**src/design/acf_pkg.sv**
```systemverilog
// Purpose: shared constants and types for the converter control and result format block
// Assumes: 32-bit APB, one aligned word per register, 8-bit register data in the low bits
// Notes: register offsets are byte addresses
package acf_pkg;
	// register byte offsets
	localparam logic [7:0] OFS_STAT = 8'h00;
	localparam logic [7:0] OFS_RHI = 8'h04;
	localparam logic [7:0] OFS_RLO = 8'h08;
	localparam logic [7:0] OFS_CLK = 8'h0c;

	// converter_status_control fields
	localparam int STAT_FLAG_BIT = 7;
	localparam int STAT_IEN_BIT = 6;
	localparam int STAT_CONT_BIT = 5;
	localparam int STAT_CH_LSB = 0;

	// converter_clock_format fields
	localparam int CLK_DIV_LSB = 5;
	localparam int CLK_SRC_BIT = 4;
	localparam int CLK_MODE_LSB = 2;

	// values after reset
	localparam logic [4:0] CH_RST = 5'h1f;
	localparam logic [2:0] DIV_RST = 3'h0;
	localparam logic SRC_RST = 1'b0;
	localparam logic [1:0] MODE_RST = 2'h1;

	// channel codes
	localparam logic [4:0] CH_PIN_LAST = 5'h07;
	localparam logic [4:0] CH_TEST = 5'h1b;
	localparam logic [4:0] CH_VREF_HI = 5'h1d;
	localparam logic [4:0] CH_VREF_LO = 5'h1e;
	localparam logic [4:0] CH_OFF = 5'h1f;

	// result formats
	localparam logic [1:0] FMT_TRUNC = 2'h0;
	localparam logic [1:0] FMT_RIGHT = 2'h1;
	localparam logic [1:0] FMT_LEFT = 2'h2;
	localparam logic [1:0] FMT_SIGNED = 2'h3;

	// full converter clock cycles per conversion, after the alignment cycle
	localparam logic [4:0] CONV_CYCLES = 5'h10;
	localparam logic [4:0] CONV_LAST = CONV_CYCLES - 5'h01;

	typedef enum logic [1:0] {ACF_IDLE, ACF_ALIGN, ACF_CONV} acf_state_e;
endpackage

```
**src/design/acf_ctrl.sv**
```systemverilog
// Purpose: control, clocking and result formatting for a 10-bit successive-approximation converter
// Assumes: APB slave on mclk_i; analog result and external reference clock arrive asynchronously
// Notes: one wait state on every APB access; registers hold 8 bits in the low byte of each word
//
// Added by the designer: the register offsets and the APB register port.
`timescale 1ns/100ps
`default_nettype none
module acf_ctrl
	import acf_pkg::*;
(
	input wire logic mclk_i,
	input wire logic rst_i,
	input wire logic psel_i,
	input wire logic penable_i,
	input wire logic pwrite_i,
	input wire logic [7:0] paddr_i,
	input wire logic [31:0] pwdata_i,
	output logic [31:0] prdata_o,
	output logic pready_o,
	output logic pslverr_o,
	input wire logic external_reference_clock_i,
	input wire logic [9:0] conv_data_i,
	output logic [4:0] channel_select_o,
	output logic power_down_o,
	output logic convert_o,
	output logic conv_tick_o,
	output logic irq_o
);
	acf_state_e state_r, state_nxt;
	logic [4:0] ch_r, ch_nxt;
	logic cont_r, cont_nxt;
	logic ien_r, ien_nxt;
	logic flag_r, flag_nxt;
	logic src_r, src_nxt;
	logic [2:0] div_r, div_nxt;
	logic [1:0] mode_r, mode_nxt;
	logic [4:0] cnt_r, cnt_nxt;
	logic [3:0] pcnt_r, pcnt_nxt;
	logic [9:0] res_r, res_nxt;
	logic lock_r, lock_nxt;
	logic first_r, first_nxt;
	logic stab_r, stab_nxt;
	logic irq_r, irq_nxt;
	logic tick_r, tick_nxt;
	logic pwr_r, pwr_nxt;
	logic conv_r, conv_nxt;
	logic pready_r, pready_nxt;
	logic pslverr_r, pslverr_nxt;
	logic [31:0] prdata_r, prdata_nxt;
	logic ref_s1_r, ref_s2_r, ref_s3_r;
	logic [9:0] dat_s1_r, dat_s2_r;

	logic acc, wr_done, rd_done, stat_wr, clk_wr, rlo_rd, rhi_rd, setup_acc;
	logic in_tick, tick, end_evt, live_end, store, hi_pend;

	function automatic logic addr_ok(input logic [7:0] a);
		addr_ok = (a == OFS_STAT) || (a == OFS_RHI) || (a == OFS_RLO) || (a == OFS_CLK);
	endfunction

	// last prescaler count for the selected division
	function automatic logic [3:0] div_last(input logic [2:0] d);
		if (d[2]) begin
			div_last = 4'hf;
		end else begin
			case (d[1:0])
				2'h0: div_last = 4'h0;
				2'h1: div_last = 4'h1;
				2'h2: div_last = 4'h3;
				default: div_last = 4'h7;
			endcase
		end
	endfunction

	function automatic logic [7:0] fmt_hi(input logic [9:0] r, input logic [1:0] m);
		case (m)
			FMT_TRUNC: fmt_hi = 8'h00;
			FMT_RIGHT: fmt_hi = {6'h00, r[9:8]};
			FMT_LEFT: fmt_hi = r[9:2];
			default: fmt_hi = {~r[9], r[8:2]};
		endcase
	endfunction

	function automatic logic [7:0] fmt_lo(input logic [9:0] r, input logic [1:0] m);
		case (m)
			FMT_TRUNC: fmt_lo = r[9:2];
			FMT_RIGHT: fmt_lo = r[7:0];
			default: fmt_lo = {r[1:0], 6'h00};
		endcase
	endfunction

	function automatic logic [7:0] rd_mux(input logic [7:0] a, input logic [9:0] r, input logic [1:0] m,
			input logic [7:0] st, input logic [7:0] ck);
		case (a)
			OFS_STAT: rd_mux = st;
			OFS_RHI: rd_mux = fmt_hi(r, m);
			OFS_RLO: rd_mux = fmt_lo(r, m);
			OFS_CLK: rd_mux = ck;
			default: rd_mux = 8'h00;
		endcase
	endfunction

	// transfer completes at the edge where pready is seen high
	assign acc = psel_i && penable_i && pready_r;
	assign setup_acc = psel_i && penable_i && !pready_r;
	assign wr_done = acc && pwrite_i;
	assign rd_done = acc && !pwrite_i;
	assign stat_wr = wr_done && (paddr_i == OFS_STAT);
	assign clk_wr = wr_done && (paddr_i == OFS_CLK);
	assign rlo_rd = rd_done && (paddr_i == OFS_RLO);
	assign rhi_rd = rd_done && (paddr_i == OFS_RHI);

	// bus clock every cycle, or rising edges of the synchronised reference
	assign in_tick = src_r ? 1'b1 : (ref_s2_r && !ref_s3_r);
	// compare with >= so a prescale change mid-conversion cannot strand the count past its end
	assign tick = (state_r != ACF_IDLE) && in_tick && (pcnt_r >= div_last(div_r));
	assign end_evt = (state_r == ACF_CONV) && tick && (cnt_r == CONV_LAST) && !stat_wr;
	// a stabilising conversion after power-up never reports
	assign live_end = end_evt && !stab_r;
	// outside truncation format, interlock drops results while the high byte has been read and the low byte not yet;
	// a high-byte read already in flight blocks the store too, so the byte pair stays matched
	assign hi_pend = psel_i && penable_i && !pwrite_i && (paddr_i == OFS_RHI);
	assign store = live_end && !((lock_r || hi_pend) && (mode_r != FMT_TRUNC));

	always_comb begin
		state_nxt = state_r;
		ch_nxt = ch_r;
		cont_nxt = cont_r;
		ien_nxt = ien_r;
		flag_nxt = flag_r;
		src_nxt = src_r;
		div_nxt = div_r;
		mode_nxt = mode_r;
		cnt_nxt = cnt_r;
		pcnt_nxt = pcnt_r;
		res_nxt = res_r;
		lock_nxt = lock_r;
		first_nxt = first_r;
		stab_nxt = stab_r;
		irq_nxt = irq_r;

		if (state_r == ACF_IDLE) begin
			pcnt_nxt = 4'h0;
		end else if (in_tick) begin
			pcnt_nxt = (pcnt_r >= div_last(div_r)) ? 4'h0 : pcnt_r + 4'h1;
		end

		case (state_r)
			ACF_IDLE: begin
				state_nxt = ACF_IDLE;
			end
			ACF_ALIGN: begin
				// partial first converter cycle lines up with the divided clock
				if (tick) begin
					state_nxt = ACF_CONV;
					cnt_nxt = 5'h00;
				end
			end
			ACF_CONV: begin
				if (tick) begin
					if (cnt_r == CONV_LAST) begin
						cnt_nxt = 5'h00;
						if (stab_r) begin
							stab_nxt = 1'b0;
						end else if (!cont_r) begin
							state_nxt = ACF_IDLE;
						end
					end else begin
						cnt_nxt = cnt_r + 5'h01;
					end
				end
			end
			default: begin
				state_nxt = ACF_IDLE;
			end
		endcase

		if (store) begin
			res_nxt = dat_s2_r;
		end

		if (rhi_rd && (mode_r != FMT_TRUNC)) begin
			lock_nxt = 1'b1;
		end
		if (rlo_rd || (mode_r == FMT_TRUNC)) begin
			lock_nxt = 1'b0;
		end

		if (clk_wr) begin
			div_nxt = pwdata_i[CLK_DIV_LSB +: 3];
			src_nxt = pwdata_i[CLK_SRC_BIT];
			mode_nxt = pwdata_i[CLK_MODE_LSB +: 2];
		end

		// with the irq enabled the flag is a plain software bit; otherwise status writes and low-result reads clear it
		if (stat_wr) begin
			flag_nxt = ien_r ? pwdata_i[STAT_FLAG_BIT] : 1'b0;
		end else if (rlo_rd && !ien_r) begin
			flag_nxt = 1'b0;
		end
		if (store && !ien_r && (!cont_r || !first_r)) begin
			flag_nxt = 1'b1;
		end
		if (store) begin
			first_nxt = 1'b1;
		end

		if (stat_wr || rlo_rd) begin
			irq_nxt = 1'b0;
		end
		if (live_end && ien_r) begin
			irq_nxt = 1'b1;
		end

		if (stat_wr) begin
			ch_nxt = pwdata_i[STAT_CH_LSB +: 5];
			cont_nxt = pwdata_i[STAT_CONT_BIT];
			ien_nxt = pwdata_i[STAT_IEN_BIT];
			cnt_nxt = 5'h00;
			pcnt_nxt = 4'h0;
			first_nxt = 1'b0;
			if (pwdata_i[STAT_CH_LSB +: 5] == CH_OFF) begin
				state_nxt = ACF_IDLE;
				stab_nxt = 1'b0;
			end else begin
				state_nxt = ACF_ALIGN;
				if (ch_r == CH_OFF) begin
					stab_nxt = 1'b1;
				end
			end
		end
	end

	always_comb begin
		tick_nxt = tick;
		pwr_nxt = (ch_nxt == CH_OFF);
		conv_nxt = (state_nxt != ACF_IDLE);
		pready_nxt = setup_acc;
		pslverr_nxt = setup_acc && !addr_ok(paddr_i);
		prdata_nxt = 32'h0;
		if (setup_acc && !pwrite_i) begin
			prdata_nxt = {24'h0, rd_mux(paddr_i, res_r, mode_r, {flag_r, ien_r, cont_r, ch_r},
				{div_r, src_r, mode_r, 2'h0})};
		end
	end

	always_ff @(posedge mclk_i) begin
		if (rst_i) begin
			state_r <= ACF_IDLE;
			ch_r <= CH_RST;
			cont_r <= 1'b0;
			ien_r <= 1'b0;
			flag_r <= 1'b0;
			src_r <= SRC_RST;
			div_r <= DIV_RST;
			mode_r <= MODE_RST;
			cnt_r <= 5'h00;
			pcnt_r <= 4'h0;
			res_r <= 10'h000;
			lock_r <= 1'b0;
			first_r <= 1'b0;
			stab_r <= 1'b0;
			irq_r <= 1'b0;
			tick_r <= 1'b0;
			pwr_r <= 1'b1;
			conv_r <= 1'b0;
			pready_r <= 1'b0;
			pslverr_r <= 1'b0;
			prdata_r <= 32'h0;
			ref_s1_r <= 1'b0;
			ref_s2_r <= 1'b0;
			ref_s3_r <= 1'b0;
			dat_s1_r <= 10'h000;
			dat_s2_r <= 10'h000;
		end else begin
			state_r <= state_nxt;
			ch_r <= ch_nxt;
			cont_r <= cont_nxt;
			ien_r <= ien_nxt;
			flag_r <= flag_nxt;
			src_r <= src_nxt;
			div_r <= div_nxt;
			mode_r <= mode_nxt;
			cnt_r <= cnt_nxt;
			pcnt_r <= pcnt_nxt;
			res_r <= res_nxt;
			lock_r <= lock_nxt;
			first_r <= first_nxt;
			stab_r <= stab_nxt;
			irq_r <= irq_nxt;
			tick_r <= tick_nxt;
			pwr_r <= pwr_nxt;
			conv_r <= conv_nxt;
			pready_r <= pready_nxt;
			pslverr_r <= pslverr_nxt;
			prdata_r <= prdata_nxt;
			ref_s1_r <= external_reference_clock_i;
			ref_s2_r <= ref_s1_r;
			ref_s3_r <= ref_s2_r;
			dat_s1_r <= conv_data_i;
			dat_s2_r <= dat_s1_r;
		end
	end

	assign prdata_o = prdata_r;
	assign pready_o = pready_r;
	assign pslverr_o = pslverr_r;
	assign channel_select_o = ch_r;
	assign power_down_o = pwr_r;
	assign convert_o = conv_r;
	assign conv_tick_o = tick_r;
	assign irq_o = irq_r;

	abort_restart_a: assert property (@(posedge mclk_i) disable iff (rst_i)
		stat_wr && (pwdata_i[4:0] != CH_OFF) |=> (state_r == ACF_ALIGN) && (cnt_r == 5'h00))
		else $error("status write did not restart conversion");
	flag_set_a: assert property (@(posedge mclk_i) disable iff (rst_i)
		store && !ien_r && !cont_r |=> flag_r)
		else $error("completion flag not set after single conversion");
	flag_clear_a: assert property (@(posedge mclk_i) disable iff (rst_i)
		(stat_wr || rlo_rd) && !ien_r && !store |=> !flag_r)
		else $error("completion flag not cleared");
	flag_rw_a: assert property (@(posedge mclk_i) disable iff (rst_i)
		stat_wr && ien_r |=> flag_r == $past(pwdata_i[STAT_FLAG_BIT]))
		else $error("completion flag not writable with irq enabled");
	irq_raise_a: assert property (@(posedge mclk_i) disable iff (rst_i)
		live_end && ien_r |=> irq_o ##1 (irq_o || $past(stat_wr || rlo_rd)))
		else $error("irq not raised at conversion end");
	single_stop_a: assert property (@(posedge mclk_i) disable iff (rst_i)
		live_end && !cont_r |=> !convert_o ##1 (state_r == ACF_IDLE || $past(stat_wr)))
		else $error("single conversion did not stop");
	power_off_a: assert property (@(posedge mclk_i) disable iff (rst_i)
		stat_wr && (pwdata_i[4:0] == CH_OFF) |=> (state_r == ACF_IDLE) ##1 power_down_o && !convert_o)
		else $error("all-ones channel did not power down");
	stab_skip_a: assert property (@(posedge mclk_i) disable iff (rst_i)
		end_evt && stab_r |=> $stable(res_r) && !irq_o && (state_r == ACF_CONV))
		else $error("stabilising conversion reported a result");
	lock_hold_a: assert property (@(posedge mclk_i) disable iff (rst_i)
		end_evt && lock_r && (mode_r != FMT_TRUNC) |=> $stable(res_r))
		else $error("result changed while interlocked");
	trunc_high_a: assert property (@(posedge mclk_i) disable iff (rst_i)
		setup_acc && !pwrite_i && (paddr_i == OFS_RHI) && (mode_r == FMT_TRUNC) |=> prdata_o == 32'h0)
		else $error("high result not zero in truncation format");
	conv_count_a: assert property (@(posedge mclk_i) disable iff (rst_i)
		(state_r == ACF_CONV) |-> (cnt_r <= CONV_LAST))
		else $error("conversion ran past its cycle count");
endmodule
`default_nettype wire

```
**config.mk**
```make
export PLATFORM = sky130hd
export DESIGN_NAME = acf_ctrl
export DESIGN_NICKNAME = d
export VERILOG_FILES = /design/src/design/acf_pkg.sv /design/src/design/acf_ctrl.sv
export SDC_FILE = /design/constraint.sdc
export NUM_CORES = 1
export LEC_CHECK = 0
export BUFFER_PORTS_ARGS = -buffer_cell sky130_fd_sc_hd__buf_2
export CAP_MARGIN = 20
export CORE_MARGIN = 2
export CORE_UTILIZATION = 54
export CTS_BUF_LIST = sky130_fd_sc_hd__clkbuf_8
export DETAILED_ROUTE_END_ITERATION = 16
export PLACE_DENSITY = 0.83
export SLEW_MARGIN = 20
export SYNTH_ARGS = -nofsm -noshare
export SYNTH_HDL_FRONTEND = slang
export SYNTH_SLANG_ARGS = --single-unit
export TNS_END_PERCENT = 10
```
**constraint.sdc**
```tcl
create_clock -name mclk_i -period 3.1 [get_ports mclk_i]
set_clock_uncertainty 0.05 [all_clocks]
set_input_delay 0.31 -clock mclk_i [delete_from_list [all_inputs] [get_ports mclk_i]]
set_output_delay 0.31 -clock mclk_i [all_outputs]
set_load 0.01 [all_outputs]
```
# Word-level counts from Yosys, hierarchy flattened

Index checks and enable logic that the tools add are counted.

Logic and storage cells: 141
Bits of input ports: 56
Register bits: 99
Output and inout port bits: 43

$add $sub $neg: 2
Reduce and logical (&&, ||, !) cells: 59
$lt $le $gt $ge: 2
Mux-type cells: 34
Equal/unequal tests: 15
Bitwise operators: 2

Operators by type and width:

| operator                                      | count |
|---|---|
| case mux 8 bit (4 select lines)               | 1 |
| logical AND 1 bit                             | 27 |
| case mux 8 bit (3 select lines)               | 1 |
| 2-to-1 mux 5 bit                              | 4 |
| == test 8 x 4 -> 1 bit, second input constant | 2 |
| 2-to-1 mux 4 bit                              | 4 |
| case mux 8 bit (2 select lines)               | 1 |
| == test 5 bit, second input constant          | 3 |
| 2-to-1 mux 1 bit                              | 14 |
| 2-to-1 mux 2 bit                              | 6 |
| zero test 1 bit                               | 10 |
| case mux 5 bit (2 select lines)               | 1 |
| nonzero test 2 bit                            | 5 |
| case mux 3 bit (3 select lines)               | 1 |
| == test 8 x 3 -> 1 bit, second input constant | 1 |
| >= comparator 4 bit                           | 2 |
| zero test 8 bit                               | 1 |
| logical OR 1 bit                              | 7 |
| == test 2 x 1 -> 1 bit, second input constant | 3 |
| == test 2 bit, second input constant          | 3 |
| zero test 2 bit                               | 3 |
| OR reduction 2 bit                            | 3 |
| adder 5 x 1 -> 5 bit, second input constant   | 1 |
| == test 5 x 4 -> 1 bit, second input constant | 1 |
| 7 further kinds                               | 9 |

# Longest topological paths before layout

Depth after elaboration: 13
Mapped depth: 10
Gate-level depth less buffers: 7

# Least setup slack after synthesis

OpenSTA, ideal clock, no wires.

Path type: register to register
Start: register div_r[1]
End: register res_r[1]
Data required time: 2978 ps
Cell stages (with the launch flop): 11
Setup slack: 656 ps
Period minus slack after synthesis: 2444 ps
Data arrival time: 2323 ps
Path buffers: 3
Setup time: 72 ps
Cells stage by stage: dfxtp_1 > or3_1 > ha_1 > nor3b_1 > o21a_1 > buf_6 > or2_1 > buf_6 > nor4_4 > buf_6 > mux2i_1

Word-level cells in the longest chain between the ends: 10
Elaborated cells on any way between the ends: 12
Classes of those cells: order compare (1); eq/ne (2); mux (2); reduce/logical (7)

Ends and longest elaborated chain:

| what                                  | line            | RTL |
|---|---|---|
| from (decl)                           | acf_ctrl.sv:35  | `logic [2:0] div_r, div_nxt;` |
| from (signal assigned)                | acf_ctrl.sv:281 | `div_r <= div_nxt;` |
| == test 2 bit (tied with other cells) | acf_ctrl.sv:65  | `case (d[1:0])` |
| case mux 3 bit (3 select lines) (*)   | acf_ctrl.sv:65  |  |
| 2-to-1 mux 4 bit (*)                  | acf_ctrl.sv:62  | `if (d[2]) begin` |
| >= comparator 4 bit (*)               | acf_ctrl.sv:115 | `assign tick = (state_r != ACF_IDLE) && in_tick && (pcnt_r >= div_last(div_r));` |
| logical AND 1 bit (*)                 | acf_ctrl.sv:115 |  |
| logical AND 1 bit (*) (3 in a row)    | acf_ctrl.sv:116 | `assign end_evt = (state_r == ACF_CONV) && tick && (cnt_r == CONV_LAST) && !stat_wr;` |
| logical AND 1 bit (*)                 | acf_ctrl.sv:118 | `assign live_end = end_evt && !stab_r;` |
| logical AND 1 bit (*)                 | acf_ctrl.sv:122 | `assign store = live_end && !((lock_r \|\| hi_pend) && (mode_r != FMT_TRUNC));` |
| to (signal assigned)                  | acf_ctrl.sv:285 | `res_r <= res_nxt;` |
| to (decl)                             | acf_ctrl.sv:39  | `logic [9:0] res_r, res_nxt;` |

Every way passes the cells marked *; elsewhere a longest branch is shown, timed or not.
A chain may end at the register's enable or synchronous reset.

# Worst setup path in the final report

Start: register div_r[1]
End: register res_r[5]

The elaborated chain is that of the path after synthesis.

==> flow_summary.toml <==
[floorplanning]
ioPinCount = 99
die_h_um = 83.67
die_w_um = 83.67
die_area_sq_um = 7000
placementRows = 29
core_region_area_sq_um = 6241
start_util_pct = 54.91

[clocking]
post_cts_buffers = 0
cts_buffer_depth = 2
htree_levels = 3
tritoncts = "yes"
cts-root-buf = "clkbuf_8"
postCtsHoldBufs = 0
numCtsBuffers = 9
insertion_delay_ns = 0.36
cts.sinks = 75
path_clk_slew_ns = 0.09
ctsResizeCount = 0

[critical_path]
cp.arrival_ns = 2.90
cp_max_fo = 11
crit_path_end_kind = "flop"
crit_start = "div_r[1]"
required_ns = 3.33
start_kind = "flop"
crit_type = "reg -> reg"
rr_startpoint = "div_r[1]"

[detailed_routing]
vias = 2715
wl_mm = 6.993
drc = 0
drt_iter0_drc = 253
drtAntennaViolNets = 0
vias_per_cell = 5.408
wl_per_cell_um = 13.93
firstDrtPassIters = 6

[logic_synthesis]
synth_area_sq_um = 3427
yosysUniqueCellTypes = 56
syn_avg_cell_area_sq_um = 9.163
ys_async_sr_fraction_pct = 0
yosysTopAreaCell = "dfxtp_1"
syn_inst = 374
yosys_warnings = 0
synth.top_cell.area_share_pct = 43.81
netlist_top_cells_area = "dfxtp_1 44%, mux2i_1 7.6%, buf_4 5.3%"
synth_edf_count = 0
synth_seq_cells = 75
seq_area_frac_synth_pct = 43.81
synth_top_flop_cell = "dfxtp_1"

[timing]
relSlewSlack_pct = 56.79
tightest_slew_ns = 0.6413
max_freq_mhz = 375.1
final-hold-violation-count = 0
setup_ws_ns = 0.4343
fin_crit_ns = 2.666
finalSetupViolCount = 0
period_share_pct = 85.99
rsz0062_at_grt = "no"
slew_violations = 0
tns_ns = 0

[layout]
diodes = 0
area_growth_pct = 11.10
drive_gt1_share_pct = 18.59
fillers = 545
stdcell_area_sq_um = 3807
fin_cells = 502
fin_nets = 485
final_util_pct = 61.01

[place]
dp_slack_ns = 0.4700
placed_cell_area_sq_um = 3615
place_congestion = 0.9062
numPortBuffers = 50
hpwl_mm = 5.158
dp_cells = 486

[global_route]
busiest_layer = "met2"
grt_max_degree = 38
grt_pass1_vias = 2496
globalRouteMet3Util_pct = 4.352
antenna_found_initial = 0
grtUsageTotal_pct = 20.46
grt_overflow = 0
use_met1_pct = 25.85
grt_pass1_wl_mm = 11.34
grtUsageMet2_pct = 32.51

[power_and_ir_drop]
p_leak_nw = 1.531
ir_drop_mv = 0.5138
power.density_nw_per_um2 = 470.3

[flow_run]
maxCapViolations = 0

[min_path]
hold_path_class = "in -> reg"
min_from = "conv_data_i[8]"

[status]
status = "complete, no violations"
-- worst max-delay path, cell delays in order, from the launching register on --
cell,delay (ns)
dfxtp_1,0.35
or3_1,0.38
ha_1,0.27
nor3b_1,0.04
o21a_1,0.29
or2_1,0.40
nor4_4,0.31
buf_4,0.27
mux2i_1,0.23
-- cells by family (layout without fill, tap and decap cells) --
group                    after synthesis  after routing  synth area share [%]
AND/OR/NAND/NOR                      153            153                 23.80
adder cells (fa/ha/maj)                9              9                 3.286
buffers and inverters                 49             77                 8.799
XOR/XNOR                               4              4                 1.022
AO/OA/AOI/OAI                         57             57                 11.57
other                                  1             24                0.1094
flip-flops                            75             75                 43.81
multiplexers                          26             26                 7.594
-- cell usage in the layout (no fill, tap or decap), drive strengths merged, types with 2 or more instances in the layout --
cell type,count
a22o,4
nand4,3
ha,9
conb,24
or3,2
nand2,45
nor2,30
nor2b,28
nand3,6
a222oi,4
and3,5
nor3b,2
dfxtp,75
or2,4
nand4b,2
nand3b,2
o21a,3
nor4,3
o2111a,2
nor3,8
inv,12
a211oi,4
o21ai,14
nor4b,2
and2,3
a21boi,2
or4,3
mux2i,26
and4,2
clkbuf,10
a32oi,2
a22oi,2
xor2,3
a31oi,4
a21oi,10
buf,54
-- area by class of cell --
cell class | instances | area, sq um | area share (%)
Inverter | 7 | 26.28 | 0.6901
Sequential cell | 75 | 1501 | 39.43
Timing Repair Buffer | 54 | 280.3 | 7.361
Clock inverter | 6 | 55.05 | 1.446
Multi-Input combinational cell | 273 | 1710 | 44.92
Tap cell | 77 | 96.34 | 2.530
Clock buffer | 10 | 137.6 | 3.615
-- synthesized netlist by cell type (all sizes together), types with 3 or more instances --
master and instances:
nor4 3, buf 32, or4 3, ha 9
and3 5, dfxtp 75, mux2i 26, nand3 6
a31oi 4, xor2 3, clkbuf 10, a22o 4
nor2b 28, nor3 8, inv 7, o21a 3
nor2 30, nand2 45, o21ai 14, a222oi 4
and2 3, a211oi 4, nand4 3, a21oi 10
or2 4
-- state kept, by name (all words and copies together), names as in the netlist, 2 cells and up --
name,count
state_r,2
cnt_r,5
res_r,10
dat_s2_r,10
pcnt_r,4
channel_select_o,5
mode_r,2
dat_s1_r,10
div_r,3
prdata_o,8
-- metrics by stage --
step	power (W)	hold WS, ns
2_1_floorplan	0.001080	0.3638
3_3_place_gp	0.001089	0.3655
3_5_place_dp	0.001093	0.3731
4_1_cts	0.001806	0.09518
5_1_grt	0.001859	0.09408
6_report	0.001791	0.1027
-- report_power, final --
group	total, W	internal, W	switching (W)
Clock	0.000720	0.000330	0.000389
Sequential	0.000981	0.000977	0.00000360
Combinational	0.0000902	0.0000327	0.0000575
-- per-layer routing --
layer	part of all wire, %	vias up
li1	-	1348
met1	45	1246
met2	45	104
met3	6.5	17
met4	3.0	0
met5	0	-
-- final timing paths --
| kind | end | slack (ns) | cells past startpoint |
|---|---|---|---|
| setup reg to reg | res_r[5] | 0.43 | 8 |
| hold / removal | dat_s1_r[8] | 0.10 | 2 |
| setup / recovery | res_r[5] | 0.43 | 8 |
| hold reg to reg | dat_s2_r[6] | 0.39 | 1 |
Note: power is estimated with default switching activity, not from simulation.
